### src/inc/loopb_regs_defs.svh
// Register offsets, field positions, reset values and selector codes
`ifndef LOOPB_REGS_DEFS_SVH
`define LOOPB_REGS_DEFS_SVH

// ==========================================================
// Word indices on HADDR[10:2] (printed offsets that are not word multiples)
`define IDX_PUMP_CTRL     9'h169
`define IDX_LOCK_CNT_HI   9'h16a
`define IDX_LOCK_CNT_LO   9'h16b
`define IDX_FILTER_RES    9'h16c
`define IDX_FILTER_CAP    9'h16d
`define IDX_STATUS_PIN2   9'h16e
`define IDX_FIXED_ONE     9'h171
`define IDX_FIXED_TWO     9'h172
`define IDX_POWER_DOWN    9'h173
`define IDX_OPTIMIZE_ONE  9'h17c
`define IDX_OPTIMIZE_TWO  9'h17d
`define IDX_LOOP_A_STAT   9'h182
`define IDX_LOOP_B_STAT   9'h183
`define IDX_INPUT_RB      9'h184
`define IDX_FEEDBACK_LO   9'h168
`define IDX_CAL_CTRL      9'h166
`define IDX_PIN1_SEL      9'h15f
`define ADDR_LSB          2

// ==========================================================
// Reset values
`define RST_PUMP_CTRL     8'h59
`define RST_LOCK_CNT_HI   8'h20
`define RST_LOCK_CNT_LO   8'h00
`define RST_FILTER_RES    8'h00
`define RST_FILTER_CAP    8'h00
`define RST_STATUS_PIN2   8'h16
`define RST_FIXED_ONE     8'h0a
`define RST_FIXED_TWO     8'h00
`define RST_POWER_DOWN    8'h00
`define RST_OPTIMIZE      8'h00
`define RST_LOOP_STAT     8'h00
`define RST_CAL_CTRL      8'h00
`define RST_PIN1_SEL      8'h0e

// ==========================================================
// Field positions
`define WND_HI            6
`define WND_LO            5
`define GAIN_HI           4
`define GAIN_LO           3
`define POL_BIT           2
`define HIZ_BIT           1
`define ALIGN_EN_BIT      6
`define CNT_HI_HI         5
`define RES4_HI           5
`define RES4_LO           3
`define RES3_HI           2
`define RES3_LO           0
`define CAP4_HI           7
`define CAP4_LO           4
`define CAP3_HI           3
`define CAP3_LO           0
`define PIN_SEL_HI        7
`define PIN_SEL_LO        3
`define PIN_DRV_HI        2
`define PIN_DRV_LO        0
`define PRE_OFF_BIT       6
`define PWR_OFF_BIT       5
`define LOST_BIT          2
`define LEVEL_BIT         1
`define CLEAR_BIT         0
`define CAL_DIS_BIT       2
`define SEL_LOOP_B        5'h02
`define SEL_BOTH          5'h03
`define CNT_W             14

`endif

### src/inc/loopb_regs_pkg.sv
// Types shared by the loop-b register bank
package loopb_regs_pkg;

  typedef struct packed {
    logic [1:0] lock_window;
    logic [1:0] pump_gain;
    logic       pump_polarity;
    logic       pump_hiz;
    logic       align_request_enable;
    logic [2:0] filter_res_four_sel;
    logic [2:0] filter_res_three_sel;
    logic [3:0] filter_cap_four_sel;
    logic [3:0] filter_cap_three_sel;
    logic [4:0] status_pin_two_select;
    logic [2:0] status_pin_two_drive;
    logic       prescaler_off;
    logic       power_off;
  } analog_ctrl_type;

  typedef struct packed {
    logic [9:0] tuning_dac;
    logic [2:0] ref_selected;
  } input_status_type;

  typedef enum logic [2:0] {
    ST_IDLE  = 3'b001,
    ST_COUNT = 3'b010,
    ST_LOCK  = 3'b100
  } lock_state_type;

endpackage : loopb_regs_pkg

### src/logic/lock_lost_flag.sv
// Sticky lock-lost flag with hold-clear control for one loop
`timescale 1ns/1ps
`include "loopb_regs_defs.svh"

module lock_lost_flag (
  // Clock and reset
  input  wire logic clk,
  input  wire logic rst_n,
  input  wire logic ce,
  // Lock level and control
  input  wire logic lock_level,
  input  wire logic clear_hold,
  // Flag
  output logic      lost_flag
);

  logic level_d_r;
  logic lost_r;
  logic lost_nxt;
  wire  fall = level_d_r & ~lock_level;

  // A low level after the clear releases gives no edge, so no set
  assign lost_nxt = clear_hold ? 1'b0 : (lost_r | fall);
  assign lost_flag = lost_r;

  always_ff @(posedge clk or negedge rst_n) begin
    if (!rst_n) begin
      level_d_r <= 1'b0;
      lost_r    <= 1'b0;
    end else if (ce) begin
      level_d_r <= lock_level;
      lost_r    <= lost_nxt;
    end
  end

endmodule : lock_lost_flag

### src/logic/lock_detector.sv
// Digital lock detect counter for the second loop
`timescale 1ns/1ps
`include "loopb_regs_defs.svh"

module lock_detector (
  // Clock and reset
  input  wire logic                 clk,
  input  wire logic                 rst_n,
  input  wire logic                 ce,
  // Phase detector events
  input  wire logic                 pd_event,
  input  wire logic                 in_window,
  input  wire logic [`CNT_W-1:0]    lock_count,
  input  wire logic                 disable_loop,
  // Result
  output logic                      locked
);

  loopb_regs_pkg::lock_state_type state_r;
  loopb_regs_pkg::lock_state_type state_nxt;
  logic [`CNT_W-1:0] cnt_r;
  logic [`CNT_W-1:0] cnt_nxt;
  // Zero is invalid; treat as one so the detector cannot lock for free
  wire  [`CNT_W-1:0] target = (lock_count == '0) ? `CNT_W'(1) : lock_count;
  wire               hit = (cnt_r + `CNT_W'(1)) >= target;

  always_comb begin
    state_nxt = state_r;
    cnt_nxt   = cnt_r;
    unique case (state_r)
      loopb_regs_pkg::ST_IDLE: begin
        cnt_nxt = '0;
        if (pd_event && in_window) begin
          state_nxt = hit ? loopb_regs_pkg::ST_LOCK
                          : loopb_regs_pkg::ST_COUNT;
          cnt_nxt   = `CNT_W'(1);
        end
      end
      loopb_regs_pkg::ST_COUNT: begin
        if (pd_event && !in_window) begin
          state_nxt = loopb_regs_pkg::ST_IDLE;
          cnt_nxt   = '0;
        end else if (pd_event) begin
          cnt_nxt = cnt_r + `CNT_W'(1);
          if (hit) state_nxt = loopb_regs_pkg::ST_LOCK;
        end
      end
      loopb_regs_pkg::ST_LOCK: begin
        if (pd_event && !in_window) begin
          state_nxt = loopb_regs_pkg::ST_IDLE;
          cnt_nxt   = '0;
        end
      end
      default: begin
        state_nxt = loopb_regs_pkg::ST_IDLE;
        cnt_nxt   = '0;
      end
    endcase
    if (disable_loop) begin
      state_nxt = loopb_regs_pkg::ST_IDLE;
      cnt_nxt   = '0;
    end
  end

  always_ff @(posedge clk or negedge rst_n) begin
    if (!rst_n) begin
      state_r <= loopb_regs_pkg::ST_IDLE;
      cnt_r   <= '0;
    end else if (ce) begin
      state_r <= state_nxt;
      cnt_r   <= cnt_nxt;
    end
  end

  assign locked = (state_r == loopb_regs_pkg::ST_LOCK);

endmodule : lock_detector

### src/logic/loopb_regs.sv
// Second-loop configuration and status register bank on AHB-Lite
//
// Overview of operation
// - Lock window field, code 2 resets, 3.7 ns
// - Lock asserts after programmed count in window
// - Pump gain codes select four currents, reset 3
// - Polarity bit: 0 negative, 1 positive slope
// - Tri-state bit puts pump output high-Z
// - Align enable lets request pin pulse continuously
// - Fourth resistor select, codes 5-7 reserved
// - Third resistor select, reset 0, 5-7 reserved
// - Fourth capacitor select, codes 14-15 reserved
// - Third capacitor select, codes 14-15 reserved
// - Status pin two selector, reset second lock
// - Status pin two drive type, reset open drain
// - Power bits disable prescaler and whole loop
// - Lost flag sets on falling lock detect
// - Clear bit holds flag low until released
// - Bit 1 returns live lock detect level
// - Readback bits show selected reference input
// - Readback top bits give tuning DAC MSBs
// - Feedback low byte write starts calibration
//
// The AHB-Lite slave port was left to the implementer.
`timescale 1ns/1ps
`include "loopb_regs_defs.svh"

module loopb_regs (
  // Clock, reset, enable
  input  wire logic                          CLK,
  input  wire logic                          RESETN,
  input  wire logic                          CE,
  // AHB-Lite slave
  input  wire logic                          HSEL,
  input  wire logic [11:0]                   HADDR,
  input  wire logic [1:0]                    HTRANS,
  input  wire logic                          HWRITE,
  input  wire logic [2:0]                    HSIZE,
  input  wire logic [31:0]                   HWDATA,
  input  wire logic                          HREADY,
  output logic      [31:0]                   HRDATA,
  output logic                               HREADYOUT,
  output logic                               HRESP,
  // Loop status inputs from the surrounding device
  input  wire logic                          LOOP_A_LOCK,
  input  wire logic                          PD_EVENT,
  input  wire logic                          PD_IN_WINDOW,
  input  wire loopb_regs_pkg::input_status_type INPUT_STATUS,
  input  wire logic                          ALIGN_PULSE,
  input  wire logic [18:0]                   PIN_SOURCES,
  // Controls to the analog loop
  output loopb_regs_pkg::analog_ctrl_type    ANALOG_CTRL,
  output logic                               LOOP_B_LOCK,
  output logic                               CAL_START,
  output logic                               ALIGN_REQUEST,
  output logic                               STATUS_PIN_TWO_O,
  output logic                               STATUS_PIN_TWO_OE
);

  // ========================================================
  // Reset release
  logic rst_meta_r;
  logic rst_sync_r;

  always_ff @(posedge CLK or negedge RESETN) begin
    if (!RESETN) begin
      rst_meta_r <= 1'b0;
      rst_sync_r <= 1'b0;
    end else begin
      rst_meta_r <= 1'b1;
      rst_sync_r <= rst_meta_r;
    end
  end

  wire rst_n = rst_sync_r;

  // ========================================================
  // Registers
  logic [7:0] pump_r;
  logic [7:0] cnt_hi_r;
  logic [7:0] cnt_lo_r;
  logic [7:0] res_r;
  logic [7:0] cap_r;
  logic [7:0] pin2_r;
  logic [7:0] fix1_r;
  logic [7:0] fix2_r;
  logic [7:0] pwr_r;
  logic [7:0] opt1_r;
  logic [7:0] opt2_r;
  logic       clr_a_r;
  logic       clr_b_r;
  logic [7:0] cal_r;
  logic [7:0] pin1_r;

  // ========================================================
  // Bus address and data phases
  logic       wr_pend_r;
  logic [8:0] wr_idx_r;
  logic [7:0] rd_data_r;

  function automatic logic [8:0] word_index(input logic [11:0] a);
    word_index = a[10:`ADDR_LSB];
  endfunction : word_index

  function automatic logic hit_at(input logic [8:0] idx,
                                  input logic [8:0] reg_idx);
    hit_at = (idx == reg_idx);
  endfunction : hit_at

  wire       a_phase = HSEL & HREADY & HTRANS[1];
  wire       a_write = a_phase & HWRITE;
  wire       a_read  = a_phase & ~HWRITE;
  wire [8:0] a_idx   = word_index(HADDR);
  wire [7:0] wd      = HWDATA[7:0];

  wire we_pump = wr_pend_r & hit_at(wr_idx_r, `IDX_PUMP_CTRL);
  wire we_chi  = wr_pend_r & hit_at(wr_idx_r, `IDX_LOCK_CNT_HI);
  wire we_clo  = wr_pend_r & hit_at(wr_idx_r, `IDX_LOCK_CNT_LO);
  wire we_res  = wr_pend_r & hit_at(wr_idx_r, `IDX_FILTER_RES);
  wire we_cap  = wr_pend_r & hit_at(wr_idx_r, `IDX_FILTER_CAP);
  wire we_pin2 = wr_pend_r & hit_at(wr_idx_r, `IDX_STATUS_PIN2);
  wire we_fix1 = wr_pend_r & hit_at(wr_idx_r, `IDX_FIXED_ONE);
  wire we_fix2 = wr_pend_r & hit_at(wr_idx_r, `IDX_FIXED_TWO);
  wire we_pwr  = wr_pend_r & hit_at(wr_idx_r, `IDX_POWER_DOWN);
  wire we_opt1 = wr_pend_r & hit_at(wr_idx_r, `IDX_OPTIMIZE_ONE);
  wire we_opt2 = wr_pend_r & hit_at(wr_idx_r, `IDX_OPTIMIZE_TWO);
  wire we_sta  = wr_pend_r & hit_at(wr_idx_r, `IDX_LOOP_A_STAT);
  wire we_stb  = wr_pend_r & hit_at(wr_idx_r, `IDX_LOOP_B_STAT);
  wire we_cal  = wr_pend_r & hit_at(wr_idx_r, `IDX_CAL_CTRL);
  wire we_pin1 = wr_pend_r & hit_at(wr_idx_r, `IDX_PIN1_SEL);
  wire we_fbl  = wr_pend_r & hit_at(wr_idx_r, `IDX_FEEDBACK_LO);

  // ========================================================
  // Lock detect and lost flags
  logic lock_b;
  logic lost_a;
  logic lost_b;

  lock_detector u_lock (
    .clk          (CLK),
    .rst_n        (rst_n),
    .ce           (CE),
    .pd_event     (PD_EVENT),
    .in_window    (PD_IN_WINDOW),
    .lock_count   ({cnt_hi_r[`CNT_HI_HI:0], cnt_lo_r}),
    .disable_loop (pwr_r[`PWR_OFF_BIT]),
    .locked       (lock_b)
  );

  lock_lost_flag u_lost_a (
    .clk        (CLK),
    .rst_n      (rst_n),
    .ce         (CE),
    .lock_level (LOOP_A_LOCK),
    .clear_hold (clr_a_r),
    .lost_flag  (lost_a)
  );

  lock_lost_flag u_lost_b (
    .clk        (CLK),
    .rst_n      (rst_n),
    .ce         (CE),
    .lock_level (lock_b),
    .clear_hold (clr_b_r),
    .lost_flag  (lost_b)
  );

  // ========================================================
  // Read decode
  // Loop-b level reads the detector output directly, whatever pin two routes
  wire [7:0] stat_a = {5'h00, lost_a, LOOP_A_LOCK, clr_a_r};
  wire [7:0] stat_b = {5'h00, lost_b, lock_b, clr_b_r};
  wire [7:0] in_rb  = {INPUT_STATUS.tuning_dac[9:8],
                       INPUT_STATUS.ref_selected, 3'h0};

  logic [7:0] rd_sel;

  always_comb begin
    unique case (1'b1)
      hit_at(a_idx, `IDX_PUMP_CTRL):    rd_sel = pump_r;
      hit_at(a_idx, `IDX_LOCK_CNT_HI):  rd_sel = cnt_hi_r;
      hit_at(a_idx, `IDX_LOCK_CNT_LO):  rd_sel = cnt_lo_r;
      hit_at(a_idx, `IDX_FILTER_RES):   rd_sel = res_r;
      hit_at(a_idx, `IDX_FILTER_CAP):   rd_sel = cap_r;
      hit_at(a_idx, `IDX_STATUS_PIN2):  rd_sel = pin2_r;
      hit_at(a_idx, `IDX_FIXED_ONE):    rd_sel = fix1_r;
      hit_at(a_idx, `IDX_FIXED_TWO):    rd_sel = fix2_r;
      hit_at(a_idx, `IDX_POWER_DOWN):   rd_sel = pwr_r;
      hit_at(a_idx, `IDX_OPTIMIZE_ONE): rd_sel = opt1_r;
      hit_at(a_idx, `IDX_OPTIMIZE_TWO): rd_sel = opt2_r;
      hit_at(a_idx, `IDX_LOOP_A_STAT):  rd_sel = stat_a;
      hit_at(a_idx, `IDX_LOOP_B_STAT):  rd_sel = stat_b;
      hit_at(a_idx, `IDX_INPUT_RB):     rd_sel = in_rb;
      hit_at(a_idx, `IDX_CAL_CTRL):     rd_sel = cal_r;
      hit_at(a_idx, `IDX_PIN1_SEL):     rd_sel = pin1_r;
      default:                          rd_sel = 8'h00;
    endcase
  end

  always_ff @(posedge CLK or negedge rst_n) begin
    if (!rst_n) begin
      wr_pend_r <= 1'b0;
      wr_idx_r  <= 9'h000;
      rd_data_r <= 8'h00;
    end else if (CE) begin
      wr_pend_r <= a_write;
      wr_idx_r  <= a_idx;
      if (a_read) rd_data_r <= rd_sel;
    end
  end

  // ========================================================
  // Writable registers
  always_ff @(posedge CLK or negedge rst_n) begin
    if (!rst_n) begin
      pump_r   <= `RST_PUMP_CTRL;
      cnt_hi_r <= `RST_LOCK_CNT_HI;
      cnt_lo_r <= `RST_LOCK_CNT_LO;
      res_r    <= `RST_FILTER_RES;
      cap_r    <= `RST_FILTER_CAP;
      pin2_r   <= `RST_STATUS_PIN2;
      fix1_r   <= `RST_FIXED_ONE;
      fix2_r   <= `RST_FIXED_TWO;
      pwr_r    <= `RST_POWER_DOWN;
      opt1_r   <= `RST_OPTIMIZE;
      opt2_r   <= `RST_OPTIMIZE;
      clr_a_r  <= 1'b0;
      clr_b_r  <= 1'b0;
      cal_r    <= `RST_CAL_CTRL;
      pin1_r   <= `RST_PIN1_SEL;
    end else if (CE) begin
      // Bit 7 reserved, bit 0 kept as written for readback
      if (we_pump) pump_r   <= {1'b0, wd[6:0]};
      if (we_chi)  cnt_hi_r <= {1'b0, wd[6:0]};
      if (we_clo)  cnt_lo_r <= wd;
      if (we_res)  res_r    <= {2'b00, wd[5:0]};
      if (we_cap)  cap_r    <= wd;
      if (we_pin2) pin2_r   <= wd;
      if (we_fix1) fix1_r   <= wd;
      if (we_fix2) fix2_r   <= wd;
      if (we_pwr)  pwr_r    <= {1'b0, wd[6:5], 5'h00};
      if (we_opt1) opt1_r   <= wd;
      if (we_opt2) opt2_r   <= wd;
      if (we_sta)  clr_a_r  <= wd[`CLEAR_BIT];
      if (we_stb)  clr_b_r  <= wd[`CLEAR_BIT];
      if (we_cal)  cal_r    <= {5'h00, wd[2:0]};
      if (we_pin1) pin1_r   <= wd;
    end
  end

  // ========================================================
  // Outputs
  wire [4:0] pin2_sel = pin2_r[`PIN_SEL_HI:`PIN_SEL_LO];
  wire [2:0] pin2_drv = pin2_r[`PIN_DRV_HI:`PIN_DRV_LO];
  // Live lock detect replaces the external source at code 2, both locks ANDed at code 3
  wire       src_raw  = (pin2_sel > 5'h12) ? 1'b0 : PIN_SOURCES[pin2_sel];
  wire       src_bit  = (pin2_sel == `SEL_LOOP_B) ? lock_b :
                        (pin2_sel == `SEL_BOTH) ? (lock_b & LOOP_A_LOCK) :
                        src_raw;
  // Code 3 push-pull, 4 inverted, 6 open drain; others hold pin off
  wire       drv_pp   = (pin2_drv == 3'h3);
  wire       drv_inv  = (pin2_drv == 3'h4);
  wire       drv_od   = (pin2_drv == 3'h6);
  wire       pin_o    = drv_inv ? ~src_bit : (drv_od ? 1'b0 : src_bit);
  wire       pin_oe   = drv_pp | drv_inv | (drv_od & ~src_bit);
  wire       cal_go   = we_fbl & ~cal_r[`CAL_DIS_BIT];

  always_ff @(posedge CLK or negedge rst_n) begin
    if (!rst_n) begin
      HRDATA            <= 32'h0000_0000;
      ANALOG_CTRL       <= '0;
      LOOP_B_LOCK       <= 1'b0;
      CAL_START         <= 1'b0;
      ALIGN_REQUEST     <= 1'b0;
      STATUS_PIN_TWO_O  <= 1'b0;
      STATUS_PIN_TWO_OE <= 1'b0;
    end else if (CE) begin
      HRDATA <= {24'h00_0000, a_read ? rd_sel : rd_data_r};
      ANALOG_CTRL.lock_window <= pump_r[`WND_HI:`WND_LO];
      ANALOG_CTRL.pump_gain <= pump_r[`GAIN_HI:`GAIN_LO];
      ANALOG_CTRL.pump_polarity <= pump_r[`POL_BIT];
      ANALOG_CTRL.pump_hiz <= pump_r[`HIZ_BIT];
      ANALOG_CTRL.align_request_enable <= cnt_hi_r[`ALIGN_EN_BIT];
      ANALOG_CTRL.filter_res_four_sel <= res_r[`RES4_HI:`RES4_LO];
      ANALOG_CTRL.filter_res_three_sel <= res_r[`RES3_HI:`RES3_LO];
      ANALOG_CTRL.filter_cap_four_sel <= cap_r[`CAP4_HI:`CAP4_LO];
      ANALOG_CTRL.filter_cap_three_sel <= cap_r[`CAP3_HI:`CAP3_LO];
      ANALOG_CTRL.status_pin_two_select <= pin2_sel;
      ANALOG_CTRL.status_pin_two_drive <= pin2_drv;
      ANALOG_CTRL.prescaler_off <= pwr_r[`PRE_OFF_BIT];
      ANALOG_CTRL.power_off <= pwr_r[`PWR_OFF_BIT];
      LOOP_B_LOCK <= lock_b;
      CAL_START <= cal_go;
      // Gate with the published enable, so the pin follows the register field two cycles later
      ALIGN_REQUEST <= ANALOG_CTRL.align_request_enable & ALIGN_PULSE;
      STATUS_PIN_TWO_O <= pin_o;
      STATUS_PIN_TWO_OE <= pin_oe;
    end
  end

  // Zero-wait slave: no stall, always OKAY
  assign HREADYOUT = 1'b1;
  assign HRESP     = 1'b0;

endmodule : loopb_regs

### config.mk
export PLATFORM = sky130hd
export DESIGN_NAME = loopb_regs
export DESIGN_NICKNAME = d
export VERILOG_FILES = /design/src/inc/loopb_regs_pkg.sv /design/src/logic/lock_lost_flag.sv /design/src/logic/lock_detector.sv /design/src/logic/loopb_regs.sv
export VERILOG_INCLUDE_DIRS = /design/src /design/src/inc
export SDC_FILE = /design/constraint.sdc
export NUM_CORES = 1
export LEC_CHECK = 0
export BUFFER_PORTS_ARGS = -buffer_cell sky130_fd_sc_hd__buf_2
export CAP_MARGIN = 20
export CORE_MARGIN = 4
export CORE_UTILIZATION = 51
export DETAILED_ROUTE_END_ITERATION = 8
export PLACE_DENSITY = 0.77
export SETUP_SLACK_MARGIN = 0.15
export SLEW_MARGIN = 20
export SYNTH_ARGS = -nofsm -noshare
export SYNTH_HDL_FRONTEND = slang
export SYNTH_SLANG_ARGS = --single-unit
### constraint.sdc
create_clock -name CLK -period 4.7 [get_ports CLK]
set_input_delay 0 -clock CLK [delete_from_list [all_inputs] [get_ports CLK]]
set_output_delay 0 -clock CLK [all_outputs]
set_load 0.005 [all_outputs]
[Yosys cells after proc, flatten, opt, wreduce, memory -nomap -nowiden]
Index checks and enable logic that the tools add are counted.
Operators by class
  add/sub/neg operators: 1
  $mul: 0
  divide/modulo/power cells: 0
  $lt $le $gt $ge: 3
  equality and inequality tests: 44
  shift-type cells: 0
  muxes and demuxes: 26
  bitwise operators: 35
  reduce and logical (&&, ||, !) cells: 22
Operators with widths (number)
  $eq 9x9->1 const B: 32
  $pmux 8 s16: 1
  $mux 14: 5
  $pmux 14 s3: 1
  $reduce_and 2->1: 16
  $and 1x1->1: 26
  $mux 3: 7
  $add 14x1->14 const B: 1
  $ge 14x14->1: 1
  $logic_not 14->1: 1
  $eq 5x2->1 const B: 2
  $eq 3x3->1 const B: 3
  $mux 1: 9
  $pmux 3 s3: 1
  $mux 8: 1
  $eq 3x2->1 const B: 2
  $lt 5x6->1 const B: 1
  $ne 3x2->1 const B: 2
  $bmux 1 s5: 1
  $gt 5x5->1 const B: 1
  $not 1->1: 5
  $reduce_and 5->1: 1
  $ne 4x2->1 const B: 1
  $ne 4x3->1 const B: 1
  5 further kinds: 9
Storage, ports and cells
  flip-flop bits (word level): 167
  bits in latches: 0
  memory bits (writable): 0
  bits in read-only memories: 0
  bits of input ports: 91
  output and inout bits: 70
  word-level logic and storage cells: 174
  memories kept: 0

[Longest topological paths before layout]
  depth in word-level cells: 8
  mapped depth: 11
  depth with buffers taken out: 11

[By module]
A second synthesis with hierarchy kept.
Unflattened totals
  cells, all modules: 746
  area total of the unflattened synthesis: 8772.2 um2
Modules (own cells, without submodules)
  loopb_regs: instances 1, cells an instance 560, area each 7138.1 um2, seq. area each 3694.8 um2
  lock_detector: instances 1, cells an instance 176, area each 1476.4 um2, seq. area each 426.7 um2
  lock_lost_flag: instances 2, cells an instance 5, area each 78.8 um2, seq. area each 50.0 um2

[Worst setup path after synthesis]
OpenSTA, ideal clock, no wires.
  path kind: reg2reg
  from: register u_lock.cnt_r[0]
  to: register u_lock.state_r[2]
  library setup time: 0.095 ns
  arrival time: 2.318 ns
  required time: 4.605 ns
  setup slack: 2.286 ns
  stages on the path, launching flop included: 12
  buffers on the path: 0
  clock period less this slack: 2.414 ns
  path through: dfrtp_1 -> ha_1 -> nand4_1 -> nor2_1 -> nand3_1 -> xnor2_1 -> ha_1 -> nand4_1 -> nor2_1 -> o211ai_1 -> and3_1 -> o31ai_1
Between the ends
  word-level cells in the longest chain between the ends: 6
  elaborated cells between the ends (all ways): 8
  classes of those cells: add/sub: 1; order compare: 1; eq/ne: 1; mux: 4; reduce/logical: 1
RTL lines
  from (decl): RTL line lock_detector.sv:21  | logic [`CNT_W-1:0] cnt_r;
  from (signal assigned): RTL line lock_detector.sv:71  | cnt_r <= cnt_nxt;
  $add 14x1->14 (*): RTL line lock_detector.sv:25  | wire hit = (cnt_r + `CNT_W'(1)) >= target;
  $ge 14x14->1 (*): RTL line lock_detector.sv:25
  $mux 3: RTL line lock_detector.sv:34  | state_nxt = hit ? loopb_regs_pkg::ST_LOCK
  $mux 3: RTL line lock_detector.sv:33  | if (pd_event && in_window) begin
  $pmux 3 s3: RTL line lock_detector.sv:30  | unique case (state_r)
  $mux 3: RTL line lock_detector.sv:59  | if (disable_loop) begin
  to (signal assigned): RTL line lock_detector.sv:67  | state_r <= loopb_regs_pkg::ST_IDLE;
  to (signal assigned): RTL line lock_detector.sv:70  | state_r <= state_nxt;
  to (decl): RTL line lock_detector.sv:19  | loopb_regs_pkg::lock_state_type state_r;
Every way passes the cells marked *; elsewhere a longest branch is shown, timed or not. The select of a mux whose other input is x is not followed.
A chain may end at the register's enable or synchronous reset.

[Worst setup path after layout]
Ends and elaborated chain as after synthesis.

==> results.cfg <==
[worst_setup_path]
cp-endpoint = u_lock.state_r[2]
critPathMaxFanout = 6
rr_worst_depth = 11
cp.arrival_ns = 3.15
timing.rr.end = u_lock.state_r[2]
critPathCaptureType = register
startpoint_type = register
cp-startpoint = u_lock.cnt_r[0]
path_class = register to register
ff2ff_setup_slack_ns = 1.89
r2r-start = u_lock.cnt_r[0]
crit_required_ns = 5.04

[place]
dp_cells = 1047
gp_congestion = 0.912
dp_hpwl_um = 15100
placement.io_buffers = 93

[synth]
syn_area_per_cell_um2 = 11.3
ys_types = 77
yosys.area.top_type = dfrtp_1
ys_async_sr_fraction = 1.00
yosysWarnings = 0
synth-xor-area-share = 0.0121
yosys_register_bits = 167
synth-simple-area-share = 0.124
synth_ff_type = dfrtp_1
synth_mux_area_frac = 0.190
synth_fa_ha_area_frac = 0.0215
yosys-top-cells-area = dfrtp_1 44%, mux2_2 17%, dfstp_2 4.2%, nand2_1 2.8%, buf_4 2.5%
synth_compound_area_frac = 0.115
netlist_area_um2 = 8710
synth_edf_count = 0
seq_area_frac_synth = 0.482
synth_top_area_frac = 0.439
synth_top_family_by_area = multiplexers
synthCells = 774

[clock_network]
cts_made_buffers = 17
clock_path_buffers = 2
cts_tree = built
cts.htree.levels = 4
cts_sinks = 167
clkLatencyLatePin_ns = 0.43
cts-resized-gates = 0
cts_root_buf = clkbuf_16
path_clk_slew_ns = 0.07

[grt]
grt_max_degree = 104
grt_pass1_vias = 6374
antenna_found_initial = 0
overflow = 0
grt_pass1_wl_um = 34300
track_usage = 0.223

[routing]
routed-via-count = 6487
viasPerCell = 5.90
drt_iter0_markers = 459
wl_per_cell_um = 19.6
drc_errors = 0
drt_first_pass_iters = 5
routed_wl_um = 21500
final_antenna_net_count = 0

[sta]
rsz0062_at_grt = false
fmax_ghz = 0.355
finalSetupTns_ns = 0
period_share = 0.599
worst_pin_slew_ns = 0.843
hold_viol = 0
finalMaxSlewViolations = 0
fin_worst_skew_ns = 0.0137
max_slew_margin = 0.436
min_period_ns = 2.81
finalSetupViolCount = 0

[final_layout]
fillers = 1349
regArea_um2 = 4200
mostFrequentLayoutCell = dfrtp_1
antennaDiodeCount = 0
drive_above_1_share = 0.342
final_nets = 973
syn_to_final_growth_pct = 14.7
final_cell_mix = 152 x dfrtp_1, 132 x mux2_2, 93 x buf_2
finalNonFillerCells = 1100
multi_input_area_um2 = 4140

[pwr]
p_switching_w = 0.000827
clkPwrFrac = 0.440
p_per_area_nw_per_um2 = 309
max-vdd-ir-drop_mv = 0.256
p_seq_frac = 0.488
p_comb_frac = 0.072
swShare = 0.268
internal_power_w = 0.00226
p_leak_nw = 4.69

[floorplan]
die_w_um = 139
pin_count = 161
die-area_um2 = 19200
die_h_um = 139
num_rows = 47
core_area_um2 = 16600
initial_utilization = 0.524

[outcome]
status = finished, final reports clean

[worst_hold_path]
hp-class = input pin to register

[job]
maxCapViolations = 0
-- per-layer routing --
layer | vias up | track usage | share of wire | routed length (um)
met5 | - | 0 | 0 | 0
met3 | 36 | 0.0510 | 0.080 | 1730
met2 | 275 | 0.351 | 0.46 | 9870
met4 | 0 | 0.0633 | 0.018 | 396
li1 | 2973 | - | - | -
met1 | 3203 | 0.311 | 0.44 | 9530
-- worst min path at each step --
stage	startpoint	slack (ns)	end	cells past startpoint
floorplan	RESETN	-0.30	rst_meta_r	0
global placement	RESETN	-0.21	rst_meta_r	1
detailed placement	RESETN	-0.21	rst_meta_r	1
CTS	INPUT_STATUS[1]	0.04	HRDATA[4]	4
global route	CE	0.09	STATUS_PIN_TWO_O	3
finish	CE	0.07	STATUS_PIN_TWO_O	3
-- Yosys cell counts (3+ instances only) --
master    number
buf_4         29
nand4_1        9
nand2_1       66
o22ai_1        4
nor2b_1        7
a22oi_1       11
o211ai_1       4
dfstp_2       14
ha_1          15
a21oi_1       12
o31ai_1       10
nand3_1       23
dfrtp_1      153
a221oi_1       7
a22o_1         7
a21o_1         3
o21a_1         3
xor2_1         5
nand4b_1       3
o21ai_0       42
nand2b_1       7
a31oi_1       11
xnor2_1        7
nor4_1         4
nor3b_1        5
nor3_1         5
nand3b_1       3
buf_2         15
nor2_2         5
clkbuf_1      23
a211oi_1       7
inv_1         20
nor2_1        32
mux2i_1       12
and4b_1        4
mux2_2       132
a32oi_1        4
-- state kept, by name (all words and copies together), names as in the netlist, 3 cells and up --
signal and count:
pin2_r 8, pump_r 7, u_lock.cnt_r 14, ANALOG_CTRL 31
cal_r 3, opt2_r 8, fix2_r 8, u_lock.state_r 3
HRDATA 8, pin1_r 8, cap_r 8, res_r 6
fix1_r 8, cnt_lo_r 8, opt1_r 8, wr_idx_r 9
cnt_hi_r 7
-- timing repair --
item	4_1_cts	5_1_grt
hold buffers	21	0
hold endpoints to repair	32	0
buffers inserted	0	0
-- cell type report --
cell class	count	area share
Clock buffer	17	0.0426
Inverter	21	0.00789
Tap cell	220	0.0275
Clock inverter	15	0.0158
Sequential cell	167	0.420
Timing Repair Buffer	118	0.0719
Multi-Input combinational cell	542	0.414
-- worst max-delay path, stage by stage, from the launching register on --
cell and delay [ns]:
dfrtp_1 0.45, ha_1 0.29, nand4_1 0.23, nor2_1 0.33
nand3_1 0.17, xnor2_1 0.16, ha_1 0.30, nand4_1 0.09
nor2_1 0.15, o211ai_1 0.11, and3_1 0.22, o31ai_1 0.23
-- power by group through the flow --
| stage | Sequential (W) | Clock, W | Combinational (W) |
|---|---|---|---|
| after global routing | 0.00151 | 0.00143 | 0.000241 |
| final | 0.00151 | 0.00136 | 0.000222 |
| after floorplan | 0.00153 | 0 | 0.000144 |
| after CTS | 0.00151 | 0.00137 | 0.000219 |
| after global placement | 0.00153 | 0 | 0.000201 |
| after detailed placement | 0.00153 | 0 | 0.000205 |
-- stage by stage --
stage / hold WS, ns / total power (W) / area, um^2 / setup slack [ns] / util
final: 0.0672 / 0.00309 / 9990 / 1.89 / 0.601
after global routing: 0.0908 / 0.00318 / 9990 / 1.64 / 0.601
after CTS: 0.0380 / 0.00310 / 9990 / 1.89 / 0.601
after detailed placement: -0.210 / 0.00174 / 9200 / 1.90 / 0.553
after global placement: -0.214 / 0.00173 / 9200 / 2.01 / 0.553
after floorplan: -0.296 / 0.00167 / 8810 / 1.95 / -
-- cells by family (layout without fill, tap and decap cells) --
family	Yosys count	after routing
adder cells (fa/ha/maj)	15	15
buffers and inverters	90	171
AO/OA/AOI/OAI	146	146
flip-flops	167	167
XOR/XNOR	12	12
multiplexers	146	146
AND/OR/NAND/NOR	196	196
other	2	27
Power figures use the tool's default switching activity.
